$ cat config.mk
export PLATFORM = sky130hd
export DESIGN_NAME = ats_tx_slot
export DESIGN_NICKNAME = d
export VERILOG_FILES = /design/src/core/ats_pkg.sv /design/src/core/ats_tx_slot.sv
export SDC_FILE = /design/constraint.sdc
export NUM_CORES = 1
export LEC_CHECK = 0
export ABC_AREA = 1
export BUFFER_PORTS_ARGS = -buffer_cell sky130_fd_sc_hd__buf_2
export CAP_MARGIN = 20
export CORE_MARGIN = 3
export CORE_UTILIZATION = 54
export DETAILED_ROUTE_END_ITERATION = 10
export PLACE_DENSITY = 0.87
export SETUP_SLACK_MARGIN = 0.15
export SLEW_MARGIN = 15
export SYNTH_ARGS = -nofsm -noshare
export SYNTH_HDL_FRONTEND = slang
export SYNTH_SLANG_ARGS = --single-unit
export TNS_END_PERCENT = 10
$ cat constraint.sdc
create_clock -name clk_sys_i -period 2.44 [get_ports clk_sys_i]
set_input_delay 0.244 -clock clk_sys_i [delete_from_list [all_inputs] [get_ports clk_sys_i]]
set_output_delay 0.244 -clock clk_sys_i [all_outputs]
set_load 0.05 [all_outputs]
$ cat src/core/ats_pkg.sv
/*
  Shared constants and types for the transmit slot source block of the
  audio serial interface. Assumes an 8-bit register port and a bit tick
  from the wider serial interface that is synchronous to the system clock.
*/
package ats_pkg;

  // Register offsets.
  localparam logic [7:0] ADDR_PIN_SEL = 8'h1D;
  localparam logic [7:0] ADDR_CH3     = 8'h20;
  localparam logic [7:0] ADDR_CH4     = 8'h21;
  localparam logic [7:0] ADDR_CH5     = 8'h22;

  // Pin choice bit positions in the pin select register.
  localparam int PSEL_CH3_BIT = 2;
  localparam int PSEL_CH4_BIT = 3;
  localparam logic [1:0] PSEL_RST = 2'h0;

  // Source field codes.
  localparam logic [1:0] SRC_OFF = 2'h0;
  localparam logic [1:0] SRC_A   = 2'h1;
  localparam logic [1:0] SRC_B   = 2'h2;
  localparam logic [1:0] SRC_RSV = 2'h3;

  // Channel configuration register layout.
  typedef struct packed {
    logic       rsv;
    logic [1:0] src;
    logic [4:0] slot;
  } ats_cfg_t;

  localparam ats_cfg_t CH3_RST = '{rsv: 1'h0, src: SRC_OFF, slot: 5'h02};
  localparam ats_cfg_t CH4_RST = '{rsv: 1'h0, src: SRC_OFF, slot: 5'h03};
  localparam ats_cfg_t CH5_RST = '{rsv: 1'h0, src: SRC_OFF, slot: 5'h04};

  // Frame formats and word lengths from the wider serial interface.
  typedef enum logic [1:0] {FMT_TDM = 2'h0, FMT_I2S = 2'h1, FMT_LJ = 2'h2} ats_fmt_t;
  typedef enum logic [1:0] {WL16 = 2'h0, WL20 = 2'h1, WL24 = 2'h2, WL32 = 2'h3} ats_wlen_t;
  localparam logic [4:0] LAST16 = 5'h0F;
  localparam logic [4:0] LAST20 = 5'h13;
  localparam logic [4:0] LAST24 = 5'h17;
  localparam logic [4:0] LAST32 = 5'h1F;

  // One-hot slot owner of a data-out pin.
  typedef enum logic [3:0] {
    OWN_NONE = 4'h1, OWN_CH3 = 4'h2, OWN_CH4 = 4'h4, OWN_CH5 = 4'h8
  } ats_own_t;

  // Sample words, MSB aligned.
  typedef struct packed {
    logic [31:0] mic3;
    logic [31:0] mic4;
    logic [31:0] vbat;
    logic [31:0] temp;
    logic [31:0] loop1;
    logic [31:0] echo1;
  } ats_src_t;

  // Framing strobes and the half-frame level.
  typedef struct packed {
    logic bit_tick;
    logic frame_start;
    logic lr;
  } ats_serial_t;

  // Whole state of the block.
  typedef struct packed {
    ats_cfg_t    cfg3;
    ats_cfg_t    cfg4;
    ats_cfg_t    cfg5;
    logic [1:0]  psel;
    logic [7:0]  rdata;
    logic        lr_prev;
    logic [4:0]  bit_cnt;
    logic [4:0]  slot;
    ats_own_t    own1;
    ats_own_t    own2;
    logic [31:0] sh1;
    logic [31:0] sh2;
    logic        d1;
    logic        d2;
    logic        oe1_n;
    logic        oe2_n;
  } ats_state_t;

endpackage

$ cat src/core/ats_tx_slot.sv
/*
  Transmit source and slot assignment for output channels 3, 4 and 5.
  Assumes bit_tick marks each bit clock, frame_start the first bit of a
  TDM frame, and lr the half-frame level in I2S or left-justified mode.
*/
// Summary of operation
// RULE1: Channel 3 source: off, mic3, battery.
// RULE2: Channel 4 source: off, mic4, temperature.
// RULE3: Channel 5 source: off, loopback, echo.
// RULE4: Five-bit slot field picks TDM or half slot.
// RULE5: Bit 7 reserved, reads zero, write ignored.
// RULE6: Channel 4 resets to 0x03.
// RULE7: Channel 5 resets to 0x04.
// RULE8: Channel 3 slot resets to two.
// RULE9: Channels 3, 4 pick first or second pin.
// RULE10: Tri-state channel releases its line all slot.
`timescale 1ns/1ps
module ats_tx_slot
  import ats_pkg::*;
(
  // Clock and reset.
  input  wire logic        clk_sys_i,
  input  wire logic        nrst_i,
  // Register port.
  input  wire logic [7:0]  reg_addr_i,
  input  wire logic        reg_wr_i,
  input  wire logic [7:0]  reg_wdata_i,
  output logic      [7:0]  reg_rdata_o,
  // Serial framing and samples.
  input  ats_serial_t      ser_i,
  input  ats_fmt_t         fmt_i,
  input  ats_wlen_t        wlen_i,
  input  ats_src_t         src_i,
  // Data-out pins.
  output logic             dout1_o,
  output logic             dout1_oe_n_o,
  output logic             serial_data_out_second_o,
  output logic             serial_data_out_second_oe_n_o
);

  ats_state_t s_r;
  ats_state_t s_nxt;
  logic       restart;
  logic [4:0] bit_now;
  logic [4:0] slot_now;
  logic       ld;
  logic       h3;
  logic       h4;
  logic       h5;

  // Write image of a channel register; bit 7 never stores.
  function automatic ats_cfg_t cfg_w(input logic [7:0] d);
    return '{rsv: 1'h0, src: d[6:5], slot: d[4:0]}; // RULE5
  endfunction

  // Slot match: full index in TDM, half plus index in two-half formats.
  function automatic logic hit(input ats_cfg_t c, input logic [4:0] sl,
                               input logic right, input logic tdm);
    logic act;
    act = (c.src == SRC_A) || (c.src == SRC_B); // RULE10
    if (tdm) begin
      return act && (c.slot == sl); // RULE4
    end
    return act && (c.slot[4] == right) && (c.slot[3:0] == sl[3:0]); // RULE4
  endfunction

  // Sample word picked by a source code; reserved and off give nothing.
  function automatic logic [31:0] pick_src(input logic [1:0] sc, input logic [31:0] a,
                                           input logic [31:0] b);
    if (sc == SRC_A) begin
      return a;
    end else if (sc == SRC_B) begin
      return b;
    end
    return 32'h0;
  endfunction

  // Lower channel numbers win when two share a slot on one pin.
  function automatic ats_own_t pick_own(input logic a3, input logic a4, input logic a5);
    if (a3) begin
      return OWN_CH3;
    end else if (a4) begin
      return OWN_CH4;
    end else if (a5) begin
      return OWN_CH5;
    end
    return OWN_NONE;
  endfunction

  function automatic logic [31:0] word_of(input ats_own_t o, input ats_state_t s,
                                          input ats_src_t x);
    case (o)
      OWN_CH3: return pick_src(s.cfg3.src, x.mic3, x.vbat);   // RULE1
      OWN_CH4: return pick_src(s.cfg4.src, x.mic4, x.temp);   // RULE2
      OWN_CH5: return pick_src(s.cfg5.src, x.loop1, x.echo1); // RULE3
      default: return 32'h0;
    endcase
  endfunction

  function automatic logic [4:0] wl_last(input ats_wlen_t w);
    case (w)
      WL16:    return LAST16;
      WL20:    return LAST20;
      WL24:    return LAST24;
      default: return LAST32;
    endcase
  endfunction

  // Next-state logic: register port, slot tracking and shifting.
  always_comb begin
    s_nxt    = s_r;
    restart  = 1'b0;
    bit_now  = s_r.bit_cnt;
    slot_now = s_r.slot;
    ld       = 1'b0;
    h3       = 1'b0;
    h4       = 1'b0;
    h5       = 1'b0;
    if (reg_wr_i) begin
      if (reg_addr_i == ADDR_CH3) begin
        s_nxt.cfg3 = cfg_w(reg_wdata_i);
      end else if (reg_addr_i == ADDR_CH4) begin
        s_nxt.cfg4 = cfg_w(reg_wdata_i);
      end else if (reg_addr_i == ADDR_CH5) begin
        s_nxt.cfg5 = cfg_w(reg_wdata_i);
      end else if (reg_addr_i == ADDR_PIN_SEL) begin
        s_nxt.psel = {reg_wdata_i[PSEL_CH4_BIT], reg_wdata_i[PSEL_CH3_BIT]}; // RULE9
      end
    end
    // Read data follows the address one cycle later; unmapped reads zero.
    if (reg_addr_i == ADDR_CH3) begin
      s_nxt.rdata = s_r.cfg3;
    end else if (reg_addr_i == ADDR_CH4) begin
      s_nxt.rdata = s_r.cfg4;
    end else if (reg_addr_i == ADDR_CH5) begin
      s_nxt.rdata = s_r.cfg5;
    end else if (reg_addr_i == ADDR_PIN_SEL) begin
      s_nxt.rdata = {4'h0, s_r.psel, 2'h0};
    end else begin
      s_nxt.rdata = 8'h00;
    end
    if (ser_i.bit_tick) begin
      // TDM restarts on frame start; two-half formats restart on each lr edge.
      restart       = (fmt_i == FMT_TDM) ? ser_i.frame_start : (ser_i.lr != s_r.lr_prev);
      s_nxt.lr_prev = ser_i.lr;
      bit_now       = restart ? 5'h00 : s_r.bit_cnt;
      slot_now      = restart ? 5'h00 : s_r.slot;
      ld            = (bit_now == 5'h00);
      if (ld) begin
        h3 = hit(s_r.cfg3, slot_now, ser_i.lr, fmt_i == FMT_TDM);
        h4 = hit(s_r.cfg4, slot_now, ser_i.lr, fmt_i == FMT_TDM);
        h5 = hit(s_r.cfg5, slot_now, ser_i.lr, fmt_i == FMT_TDM);
        s_nxt.own1  = pick_own(h3 && !s_r.psel[0], h4 && !s_r.psel[1], h5); // RULE9
        s_nxt.own2  = pick_own(h3 && s_r.psel[0], h4 && s_r.psel[1], 1'b0); // RULE9
        s_nxt.sh1   = word_of(s_nxt.own1, s_r, src_i);
        s_nxt.sh2   = word_of(s_nxt.own2, s_r, src_i);
        // The enable holds for the whole slot, so an idle slot stays released.
        s_nxt.oe1_n = (s_nxt.own1 == OWN_NONE); // RULE10
        s_nxt.oe2_n = (s_nxt.own2 == OWN_NONE); // RULE10
      end
      s_nxt.d1  = s_nxt.sh1[31];
      s_nxt.d2  = s_nxt.sh2[31];
      s_nxt.sh1 = {s_nxt.sh1[30:0], 1'b0};
      s_nxt.sh2 = {s_nxt.sh2[30:0], 1'b0};
      if (bit_now >= wl_last(wlen_i)) begin
        s_nxt.bit_cnt = 5'h00;
        s_nxt.slot    = slot_now + 5'h01;
      end else begin
        s_nxt.bit_cnt = bit_now + 5'h01;
        s_nxt.slot    = slot_now;
      end
    end
  end

  // State register; pins start released.
  always_ff @(posedge clk_sys_i or negedge nrst_i) begin
    if (!nrst_i) begin
      s_r         <= '0;
      s_r.cfg3    <= CH3_RST; // RULE8
      s_r.cfg4    <= CH4_RST; // RULE6
      s_r.cfg5    <= CH5_RST; // RULE7
      s_r.psel    <= PSEL_RST;
      s_r.own1    <= OWN_NONE;
      s_r.own2    <= OWN_NONE;
      s_r.oe1_n   <= 1'b1;
      s_r.oe2_n   <= 1'b1;
    end else begin
      s_r <= s_nxt;
    end
  end

  assign reg_rdata_o  = s_r.rdata;
  assign dout1_o      = s_r.d1;
  assign dout1_oe_n_o = s_r.oe1_n;
  assign serial_data_out_second_o      = s_r.d2;
  assign serial_data_out_second_oe_n_o = s_r.oe2_n;

  // Checks. wr_seen marks that software has touched any register.
  logic wr_seen;
  always_ff @(posedge clk_sys_i or negedge nrst_i) begin
    if (!nrst_i) begin
      wr_seen <= 1'b0;
    end else if (reg_wr_i) begin
      wr_seen <= 1'b1;
    end
  end
endmodule

; After elaboration in Yosys (flattened, before gate mapping)
; Cells that the tools add are included.
[word_totals]
elab_cells = 163
out_inout_bits = 12
regBits = 108
inputBits = 218
[op_classes]
n_reduce_logical = 26
add_sub_neg = 2
n_bitwise = 3
n_lt_le_gt_ge = 1
eq_ne = 30
n_mux = 84
[op_table]
columns = cell, n
row1 = 2-to-1 mux 32 bit, 12
row2 = case mux 32 bit (3 select lines), 2
row3 = 2-to-1 mux 64 bit, 1
row4 = 2-to-1 mux 1 bit, 49
row5 = 2-to-1 mux 4 bit, 12
row6 = == test 8 x 6 -> 1 bit (second input constant), 3
row7 = 2-to-1 mux 7 bit, 3
row8 = == test 5 bit, 3
row9 = 2-to-1 mux 5 bit, 3
row10 = case mux 5 bit (3 select lines), 1
row11 = logical AND 1 bit, 13
row12 = == test 4 bit, 3
row13 = adder 5 x 1 -> 5 bit (second input constant), 2
row14 = 2-to-1 mux 10 bit, 1
row15 = == test 2 x 1 -> 1 bit (second input constant), 4
row16 = == test 2 bit (second input constant), 4
row17 = == test 4 x 1 -> 1 bit (second input constant), 2
row18 = == test 4 x 2 -> 1 bit (second input constant), 2
row19 = == test 4 x 3 -> 1 bit (second input constant), 2
row20 = == test 4 bit (second input constant), 2
row21 = == test 8 x 5 -> 1 bit (second input constant), 1
row22 = greater-or-equal comparator 5 bit, 1
row23 = logical NOT 5 bit, 1
row24 = AND reduction 5 bit, 1
row25 = 9 further kinds, 18

; Logic depth before layout (Yosys ltp)
; Gate-level depths: netlist of the first run.
[logic_depth]
depth_word = 24
ltp_mapped = 17
depth_no_buf = 15

; Least setup slack after synthesis of the first run
; Ideal clock, no wire load.
[synth_timing]
path_type = reg-to-reg
from = reg s_r[86] (netlist name)
to = reg s_r[79] (netlist name)
arrival_time_ps = 2117
slack_ps = 193
setup_time_ps = 130
required_time_ps = 2310
synth_period_minus_slack_ps = 2247
n_path_buf = 1
path_stages_with_launch = 15
path_cell_list = dfrtp_1 -> inv_1 -> nand2_2 -> nand3_4 -> buf_6 -> nand2_2 -> nor2_1 -> ha_1 -> nand2_1 -> inv_1 -> a221oi_1 -> nand3_1 -> nand2_1 -> nor4_1 -> xnor2_1
[synth_between]
elab_chain_len = 5
elab_cells_between_ends = 7
cone_classes = add/sub (1) / order compare (1) / eq/ne (1) / mux (4)
[synth_lines]
columns = element, line_no
row1 = from (decl), ats_tx_slot.sv:41  ; ats_state_t s_r;
row2 = from (signal assigned), ats_tx_slot.sv:188  ; s_r <= s_nxt;
row3 = inequality test 1 bit *, ats_tx_slot.sv:144  ; restart = (fmt_i == FMT_TDM) ? ser_i.frame_start : (ser_i.lr != s_r.lr_prev);
row4 = 2-to-1 mux 1 bit *, ats_tx_slot.sv:144
row5 = "2-to-1 mux 5 bit, on equally long branches", "ats_tx_slot.sv:147, ats_tx_slot.sv:146"
row6 = adder 5 x 1 -> 5 bit / greater-or-equal comparator 5 bit (equally long branches), "ats_tx_slot.sv:167, ats_tx_slot.sv:165"
row7 = 2-to-1 mux 10 bit *, ats_tx_slot.sv:165  ; if (bit_now >= wl_last(wlen_i)) begin
; Every way passes the cells marked *; elsewhere a longest branch is shown, timed or not.
; A chain may end at the register's enable or synchronous reset.

; Worst setup path in the final report of the first run
[layout_timing]
from = reg s_r[86] (netlist name)
to = reg s_r[41] (netlist name)
[layout_between]
elab_chain_len = 20
elab_cells_between_ends = 46
cone_classes = eq/ne (10) / mux (27) / reduce/logical (9)
[layout_lines]
columns = element, line_no
row1 = inequality test 1 bit *, ats_tx_slot.sv:144
row2 = 2-to-1 mux 1 bit *, ats_tx_slot.sv:144
row3 = 2-to-1 mux 5 bit, ats_tx_slot.sv:147  ; slot_now = restart ? 5'h00 : s_r.slot;
row4 = == test 5 bit, ats_tx_slot.sv:62  ; return act && (c.slot == sl);
row5 = logical AND 1 bit, ats_tx_slot.sv:62
row6 = 2-to-1 mux 1 bit, ats_tx_slot.sv:61  ; if (tdm) begin
row7 = 2-to-1 mux 1 bit, ats_tx_slot.sv:64  ; return act && (c.slot[4] == right) && (c.slot[3:0] == sl[3:0]);
row8 = 2-to-1 mux 1 bit, ats_tx_slot.sv:149  ; if (ld) begin
row9 = [... 4 more ...], --
row10 = 2-to-1 mux 1 bit, ats_tx_slot.sv:149
row11 = 2-to-1 mux 1 bit, ats_tx_slot.sv:142  ; if (ser_i.bit_tick) begin
row12 = 2-to-1 mux 4 bit, ats_tx_slot.sv:87  ; return OWN_NONE;
row13 = 2-to-1 mux 4 bit, ats_tx_slot.sv:149
row14 = 2-to-1 mux 4 bit, ats_tx_slot.sv:142
row15 = "== test 4 bit, or another cell as far along", ats_tx_slot.sv:92  ; case (o)
row16 = case mux 32 bit (3 select lines), ats_tx_slot.sv:92
row17 = 2-to-1 mux 64 bit *, ats_tx_slot.sv:149
; Every way passes the cells marked *; elsewhere a longest branch is shown, timed or not. The select of a mux whose other input is x is not followed.

==> results of run 1 <==
==> cells by family after synthesis <==
family,after synthesis
flip-flops,107
adder cells (fa/ha/maj),11
other,1
AND/OR/NAND/NOR,779
AO/OA/AOI/OAI,213
buffers and inverters,166
XOR/XNOR,9
==> power breakdown <==
part / switching [mW] / leakage (nW) / internal [mW]
registers: 0.196 / 1.37 / 2.10
logic: 1.15 / 3.56 / 0.671
clock network: 0.742 / 0.143 / 0.837
total: 2.09 / 5.07 / 3.61
==> stage by stage <==
stage	setup WS, ns	util	power [mW]
5_1_grt	-0.1090	0.7041	5.977
3_5_place_dp	0.04148	0.6596	3.995
4_1_cts	0.1539	0.6877	5.564
6_report	-0.02207	0.7041	5.694
2_1_floorplan	0.1934	-	3.410
3_3_place_gp	0.1555	0.6596	3.938
==> worst min-delay path by stage <==
stage | from | end | slack, ns | cells past startpoint
floorplan | nrst_i | dout1_o | -0.05 | 0
global placement | nrst_i | s_r[30] | 0.29 | 1
detailed placement | nrst_i | s_r[30] | 0.30 | 1
CTS | ser_i[0] | s_r[86] | 0.14 | 3
global route | reg_wdata_i[1] | s_r[106] | 0.17 | 3
finish | reg_wdata_i[1] | s_r[114] | 0.15 | 3
==> cell usage in the layout, fill, tap and decap left out, drive strengths merged, types with 2 or more instances in the layout <==
cell type  count
a21boi         2
a21oi         66
a221oi         2
a31oi          2
buf          279
clkbuf        13
clkinvlp       4
dfrtp        101
dfstp          6
ha            11
inv           72
nand2        303
nand3        115
nand4         47
nor2         304
nor3           4
nor4           3
o211ai         2
o21ai        127
o221ai         3
o22ai          5
xnor2          4
xor2           5
==> registers in the layout, indices dropped and copies added, names as in the netlist <==
name                           count
s_r                               96
serial_data_out_second_oe_n_o      1
dout1_o                            1
serial_data_out_second_o           1
reg_rdata_o                        7
dout1_oe_n_o                       1
==> cell usage after synthesis, drive strengths merged, types with 3 or more instances <==
cell type | n | share of area
a21oi | 66 | 0.041
buf | 46 | 0.039
clkbuf | 49 | 0.023
dfrtp | 101 | 0.31
dfstp | 6 | 0.020
ha | 11 | 0.017
inv | 71 | 0.033
nand2 | 303 | 0.14
nand3 | 114 | 0.073
nand4 | 47 | 0.037
nor2 | 304 | 0.14
nor3 | 4 | 0.0031
nor4 | 3 | 0.0023
o21ai | 127 | 0.079
o221ai | 3 | 0.0033
o22ai | 5 | 0.0039
xnor2 | 4 | 0.0044
xor2 | 5 | 0.0054
==> per-layer routing <==
layer / GRT usage / part of all wire / wire [microns] / vias up
met2: 0.4969 / 0.45 / 12890 / 644
met5: 0 / 0 / 0 / -
met3: 0.07833 / 0.12 / 3571 / 80
met4: 0.07428 / 0.027 / 779 / 0
li1: - / - / - / 4587
met1: 0.4751 / 0.40 / 11460 / 4340
==> timing repair <==
action,CTS,global route
setup endpoints to repair,36,74
endpoints found under the hold margin,43,0
pin swaps,1,11
cloned,1,4
resized for setup,5,27
hold buffers,1,0
setup buffers,3,9
==> worst max-delay path, cell delays in order, from the launching register on <==
cell	delay (ns)
dfrtp_1	0.41
nand2_2	0.13
nand3_4	0.14
buf_6	0.16
nand4_1	0.07
nand3_2	0.10
nor2_2	0.12
nand4_1	0.24
buf_12	0.22
nand3b_1	0.13
nand2_1	0.08
inv_2	0.11
buf_12	0.16
nand2_1	0.07
a21oi_1	0.22
==> cell type report <==
type	count	area share
Tap cell	180	0.02252
Clock buffer	10	0.02390
Inverter	71	0.02702
Clock inverter	6	0.007256
Sequential cell	107	0.2685
Timing Repair Buffer	283	0.1784
Multi-Input combinational cell	1014	0.4724
==> impl_metrics.tcl, run 1 <==
set metrics [dict create \
    status "finished with violations" \
    violations "negative setup slack" \
    synthMuxAreaShare 0 \
    hold_violations 0 \
    r2r_end "s_r[41]" \
    r2r_start "s_r[86]" \
    power.density_nw_per_um2 569.3 \
    tightestPinTransition_ns 0.6831 \
    syn_inst 1286 \
    hold_path_class "primary input to flip-flop" \
    synth_top_family_by_area "simple AND/OR/NAND/NOR gates" \
    die-height_microns 128.0 \
    track_usage 0.3272 \
    drv_slew 0 \
    cp_data_arrival_time_ns 2.72 \
    relSlewSlack 0.5404 \
    period_share 1.009 \
    worst_clock_skew_ns 0.009442 \
    r2r_setup_slack_ns -0.02 \
    dieArea_sq_um 16380 \
    synth_compound_area_frac 0.1390 \
    cts-root-buf "clkbuf_16" \
    ys_types 40 \
    final_cell_area_sq_um 10000 \
    drt_iter0_markers 1633 \
    finalSetupTns_ns -0.02207 \
    grt_pass1_vias 8374 \
    post-route-min-period_ns 2.462 \
    worstPathMaxFanout 16 \
    p_leak_nw 5.073 \
    clk_latency_ns 0.36 \
    cts-htree-levels 3 \
    path_clk_slew_ns 0.08 \
    initial_core_util 0.5658 \
    cp-end-kind "flip-flop" \
    drive_above_1_share 0.2307 \
    reg2reg_depth 14 \
    fp-row-count 43 \
    first_pass_iters 5 \
    synth_edf_count 0 \
    fill_cells 1216 \
    cp-start-kind "flip-flop" \
    io_pins 230 \
    cts_tree "yes" \
    critPathKind "flip-flop to flip-flop" \
    vias 9651 \
    rsz0062_at_grt "true" \
    numPortBuffers 227 \
    synthAdderAreaFrac 0.01713 \
    antenna_left 0 \
    placed_area_sq_um 9369 \
    clock-sinks 107 \
    seq_area_frac_synth 0.3341 \
    setup_ws_ns -0.02207 \
    synthFlopType "dfrtp_1" \
    n_antenna_cell 0 \
    synth_xor_area_frac 0.009809 \
    numCtsBuffers 9 \
    syn_nets 1515 \
    seqCellArea_sq_um 2685 \
    hpwlAfterDp_microns 20290 \
    antenna_found_initial 0 \
    cp-endpoint "s_r[41]" \
    layoutNonFillerInstCount 1671 \
    via_per_inst 5.776 \
    gp_congestion 1.001 \
    synth_seq_cells 107 \
    finalSetupViolCount 1 \
    synth-async-reset-ratio 1.000 \
    clockBufferDepth 2 \
    synth_simple_gate_area_frac 0.4046 \
    fmax_ghz 0.4062 \
    ir_drop_mv 0.4110 \
    gr-total-overflow 0 \
    nets 1715 \
    synth.avg_cell_area_sq_um 6.249 \
    drv_cap 0 \
    netlist_area_sq_um 8036 \
    grt_pass1_wl_microns 42950 \
    cp.required_ns 2.70 \
    multiInputGateArea_sq_um 4725 \
    place_inst 1638 \
    ys_warn_count 0 \
    drc 0 \
    areaGrowthSynthToFinish_pct 24.44 \
    routed_wl_microns 28700 \
    critical_path.startpoint "s_r[86]" \
    core-area_sq_um 14200 \
    grt_max_degree 62 \
    hold_ws_ns 0.1478 \
    die_x_microns 128.0 \
    wl_per_cell_microns 17.17 \
]
No activity file was read; power rests on OpenSTA's default activity.
==> run 2, diff against run 1 <==
--- a/config.mk
+++ b/config.mk
@@ -8,10 +8,11 @@
 export ABC_AREA = 1
 export BUFFER_PORTS_ARGS = -buffer_cell sky130_fd_sc_hd__buf_2
 export CAP_MARGIN = 20
-export CORE_MARGIN = 3
+export CORE_ASPECT_RATIO = 0.6
 export CORE_UTILIZATION = 54
 export DETAILED_ROUTE_END_ITERATION = 10
 export PLACE_DENSITY = 0.87
+export REMOVE_ABC_BUFFERS = 1
 export SETUP_SLACK_MARGIN = 0.15
 export SLEW_MARGIN = 15
 export SYNTH_ARGS = -nofsm -noshare
==> run 2 against run 1 <==
  * The flow now finishes without violations
  * Register-to-register slack improved by 0.16 ns
  * Die area fell by 6.1%
  * First-iteration DRC count fell by 34%
  * Non-clock buffer count rose by 4
  * Core utilization fell by 0.47 points
  * Largest power group unchanged
  * Highest routed layer unchanged
==> impl_metrics.tcl, run 2 (synthesis results as in run 1) <==
set metrics [dict create \
    status "finished clean" \
    hold_path_class "primary input to flip-flop" \
    gr-total-overflow 0 \
    cpPeakStageDelay_ns 0.40 \
    dieArea_sq_um 15390 \
    nets 1718 \
    total_power_mw 5.824 \
    min_from "reg_wdata_i[0]" \
    relSlewSlack 0.5257 \
    largest_reg_flops 96 \
    cp_common_cell "nand2_2" \
    hold_violations 0 \
    r2r_end "s_r[20]" \
    period_share 0.9447 \
    r2r_start "s_r[86]" \
    grt_util_met3 0.06914 \
    p_leak_nw 5.149 \
    busiest_layer "met2" \
    cp_cell_sequence "inv_2, nand2_2, nand3_4, buf_6, nand3_4, nand2_2, nand2_2, nor3_4, nand2_2, nor2_2, and2_4, clkbuf_16, nand2_1, nand3_1, nand2_1, nand2_1" \
    gp_congestion 0.8868 \
    grt_use_met2 0.5677 \
    drt_iter0_markers 1083 \
    tightestPinTransition_ns 0.7049 \
    areaGrowthSynthToFinish_pct 26.25 \
    antenna_found_initial 0 \
    power.density_nw_per_um2 574.0 \
    r2r_setup_slack_ns 0.13 \
    ir_drop_mv 0.4072 \
    regMostFlops "s_r" \
    fill_cells 1260 \
    grt_max_degree 63 \
    fmax_ghz 0.4338 \
    core-area_sq_um 14510 \
    drv_cap 0 \
    critPathBufInv 3 \
    io_pins 230 \
    clk_latency_ns 0.35 \
    via_per_inst 5.725 \
    die_x_microns 159.5 \
    antenna_left 0 \
    clockBufferDepth 2 \
    cp_top_family "simple AND/OR/NAND/NOR gates" \
    mostFrequentLayoutCells "295 x nor2_1, 292 x nand2_1, 226 x buf_2" \
    layout_commonest_cell "nor2_1" \
    initial_core_util 0.5540 \
    fin_util 0.6994 \
    hpwlAfterDp_microns 18370 \
    drive_above_1_share 0.2376 \
    fp-row-count 34 \
    vias 9686 \
    wl_per_cell_microns 16.37 \
    reg2reg_depth 16 \
    cp.required_ns 2.73 \
    grtUsageMet1 0.4778 \
    critPathKind "flip-flop to flip-flop" \
    rsz0062_at_grt "true" \
    die-height_microns 96.50 \
    cts-htree-levels 3 \
    first_pass_iters 6 \
    numCtsBuffers 9 \
    cp-start-kind "flip-flop" \
    post-route-min-period_ns 2.305 \
    drv_slew 0 \
    cts-root-buf "clkbuf_16" \
    finalSetupViolCount 0 \
    numPortBuffers 227 \
    hold_path_depth 3 \
    cp-end-kind "flip-flop" \
    clock-sinks 107 \
    drc 0 \
    routed_wl_microns 27700 \
    worstPathMaxFanout 8 \
    grt_pass1_wl_microns 42430 \
    track_usage 0.3495 \
    path_clk_slew_ns 0.07 \
    hold_path_end "s_r[105]" \
    cts_tree "yes" \
    n_antenna_cell 0 \
    worst_clock_skew_ns 0.01044 \
    crit_slowest_cell "dfrtp_1" \
    grt_pass1_vias 8599 \
    cp_data_arrival_time_ns 2.59 \
]
run 2: cell types whose count changed in the layout (fill, tap and decap cells not counted), sizes merged:
cell,delta
clkinvlp,-3
nand3,-1
buf,+3
inv,+1
clkinv,+1
clkbuf,+1
bufinv,+1
run 2: worst max path at each step:
| stage | slack [ns] | end | startpoint | depth (start not counted) |
|---|---|---|---|---|
| finish | 0.13 | s_r[20] | s_r[86] | 16 |
| floorplan | -1.77 | dout1_o | s_r[118] | 10 |
| detailed placement | 0.01 | s_r[80] | ser_i[0] | 14 |
| CTS | 0.13 | s_r[80] | s_r[86] | 12 |
| global route | 0.02 | s_r[52] | s_r[86] | 15 |
| global placement | 0.05 | s_r[80] | ser_i[0] | 14 |
run 2: where the power goes:
group	leakage, nW	switching (mW)	total (mW)	internal (mW)
logic	3.62	1.18	1.89	0.711
registers	1.37	0.202	2.30	2.10
clock network	0.160	0.694	1.63	0.940
run 2: layer usage:
| metal | part of all wire | wire length, microns |
|---|---|---|
| met1 | 0.42 | 11650 |
| met2 | 0.44 | 12240 |
| met3 | 0.12 | 3258 |
| met4 | 0.020 | 544 |
| met5 | 0 | 0 |
run 2: worst reg2reg max path, cell delays in order, from the launching register on:
cell and delay [ns]:
dfrtp_1 0.40, inv_2 0.06, nand2_2 0.06, nand3_4 0.15
buf_6 0.14, nand3_4 0.06, nand2_2 0.09, nand2_2 0.07
nor3_4 0.24, nand2_2 0.11, nor2_2 0.15, and2_4 0.25
clkbuf_16 0.19, nand2_1 0.05, nand3_1 0.07, nand2_1 0.08
nand2_1 0.08
run 2: what timing repair did:
action | 4_1_cts | 5_1_grt
gates resized for setup | 8 | 43
hold buffers | 1 | 0
cloned | 1 | 5
hold endpoints to repair | 40 | 0
endpoints found under the setup margin | 69 | 74
setup buffers | 2 | 4
pin swaps | 1 | 9
run 2: metrics by stage:
stage	setup TNS [ns]	std cells	hold slack [ns]	setup slack, ns	cell area (sq um)
2_1_floorplan	-63.50	1191	-0.05159	-1.771	7541
3_3_place_gp	0	1663	0.2798	0.05433	9434
3_5_place_dp	0	1663	0.2844	0.01447	9434
4_1_cts	0	1683	0.1638	0.1328	9851
5_1_grt	0	1692	0.1721	0.02143	10150
6_report	0	1692	0.1636	0.1349	10150
run 2: final cells by class:
| cell class | instances | area (sq um) | area share |
|---|---|---|---|
| clock buffer | 10 | 239.0 | 0.02355 |
| clock inverter | 6 | 93.84 | 0.009249 |
| inverter | 71 | 274.0 | 0.02701 |
| multi-input combinational | 1013 | 4753 | 0.4685 |
| sequential | 107 | 2685 | 0.2646 |
| tap | 198 | 247.7 | 0.02442 |
| timing repair buffer | 287 | 1853 | 0.1826 |
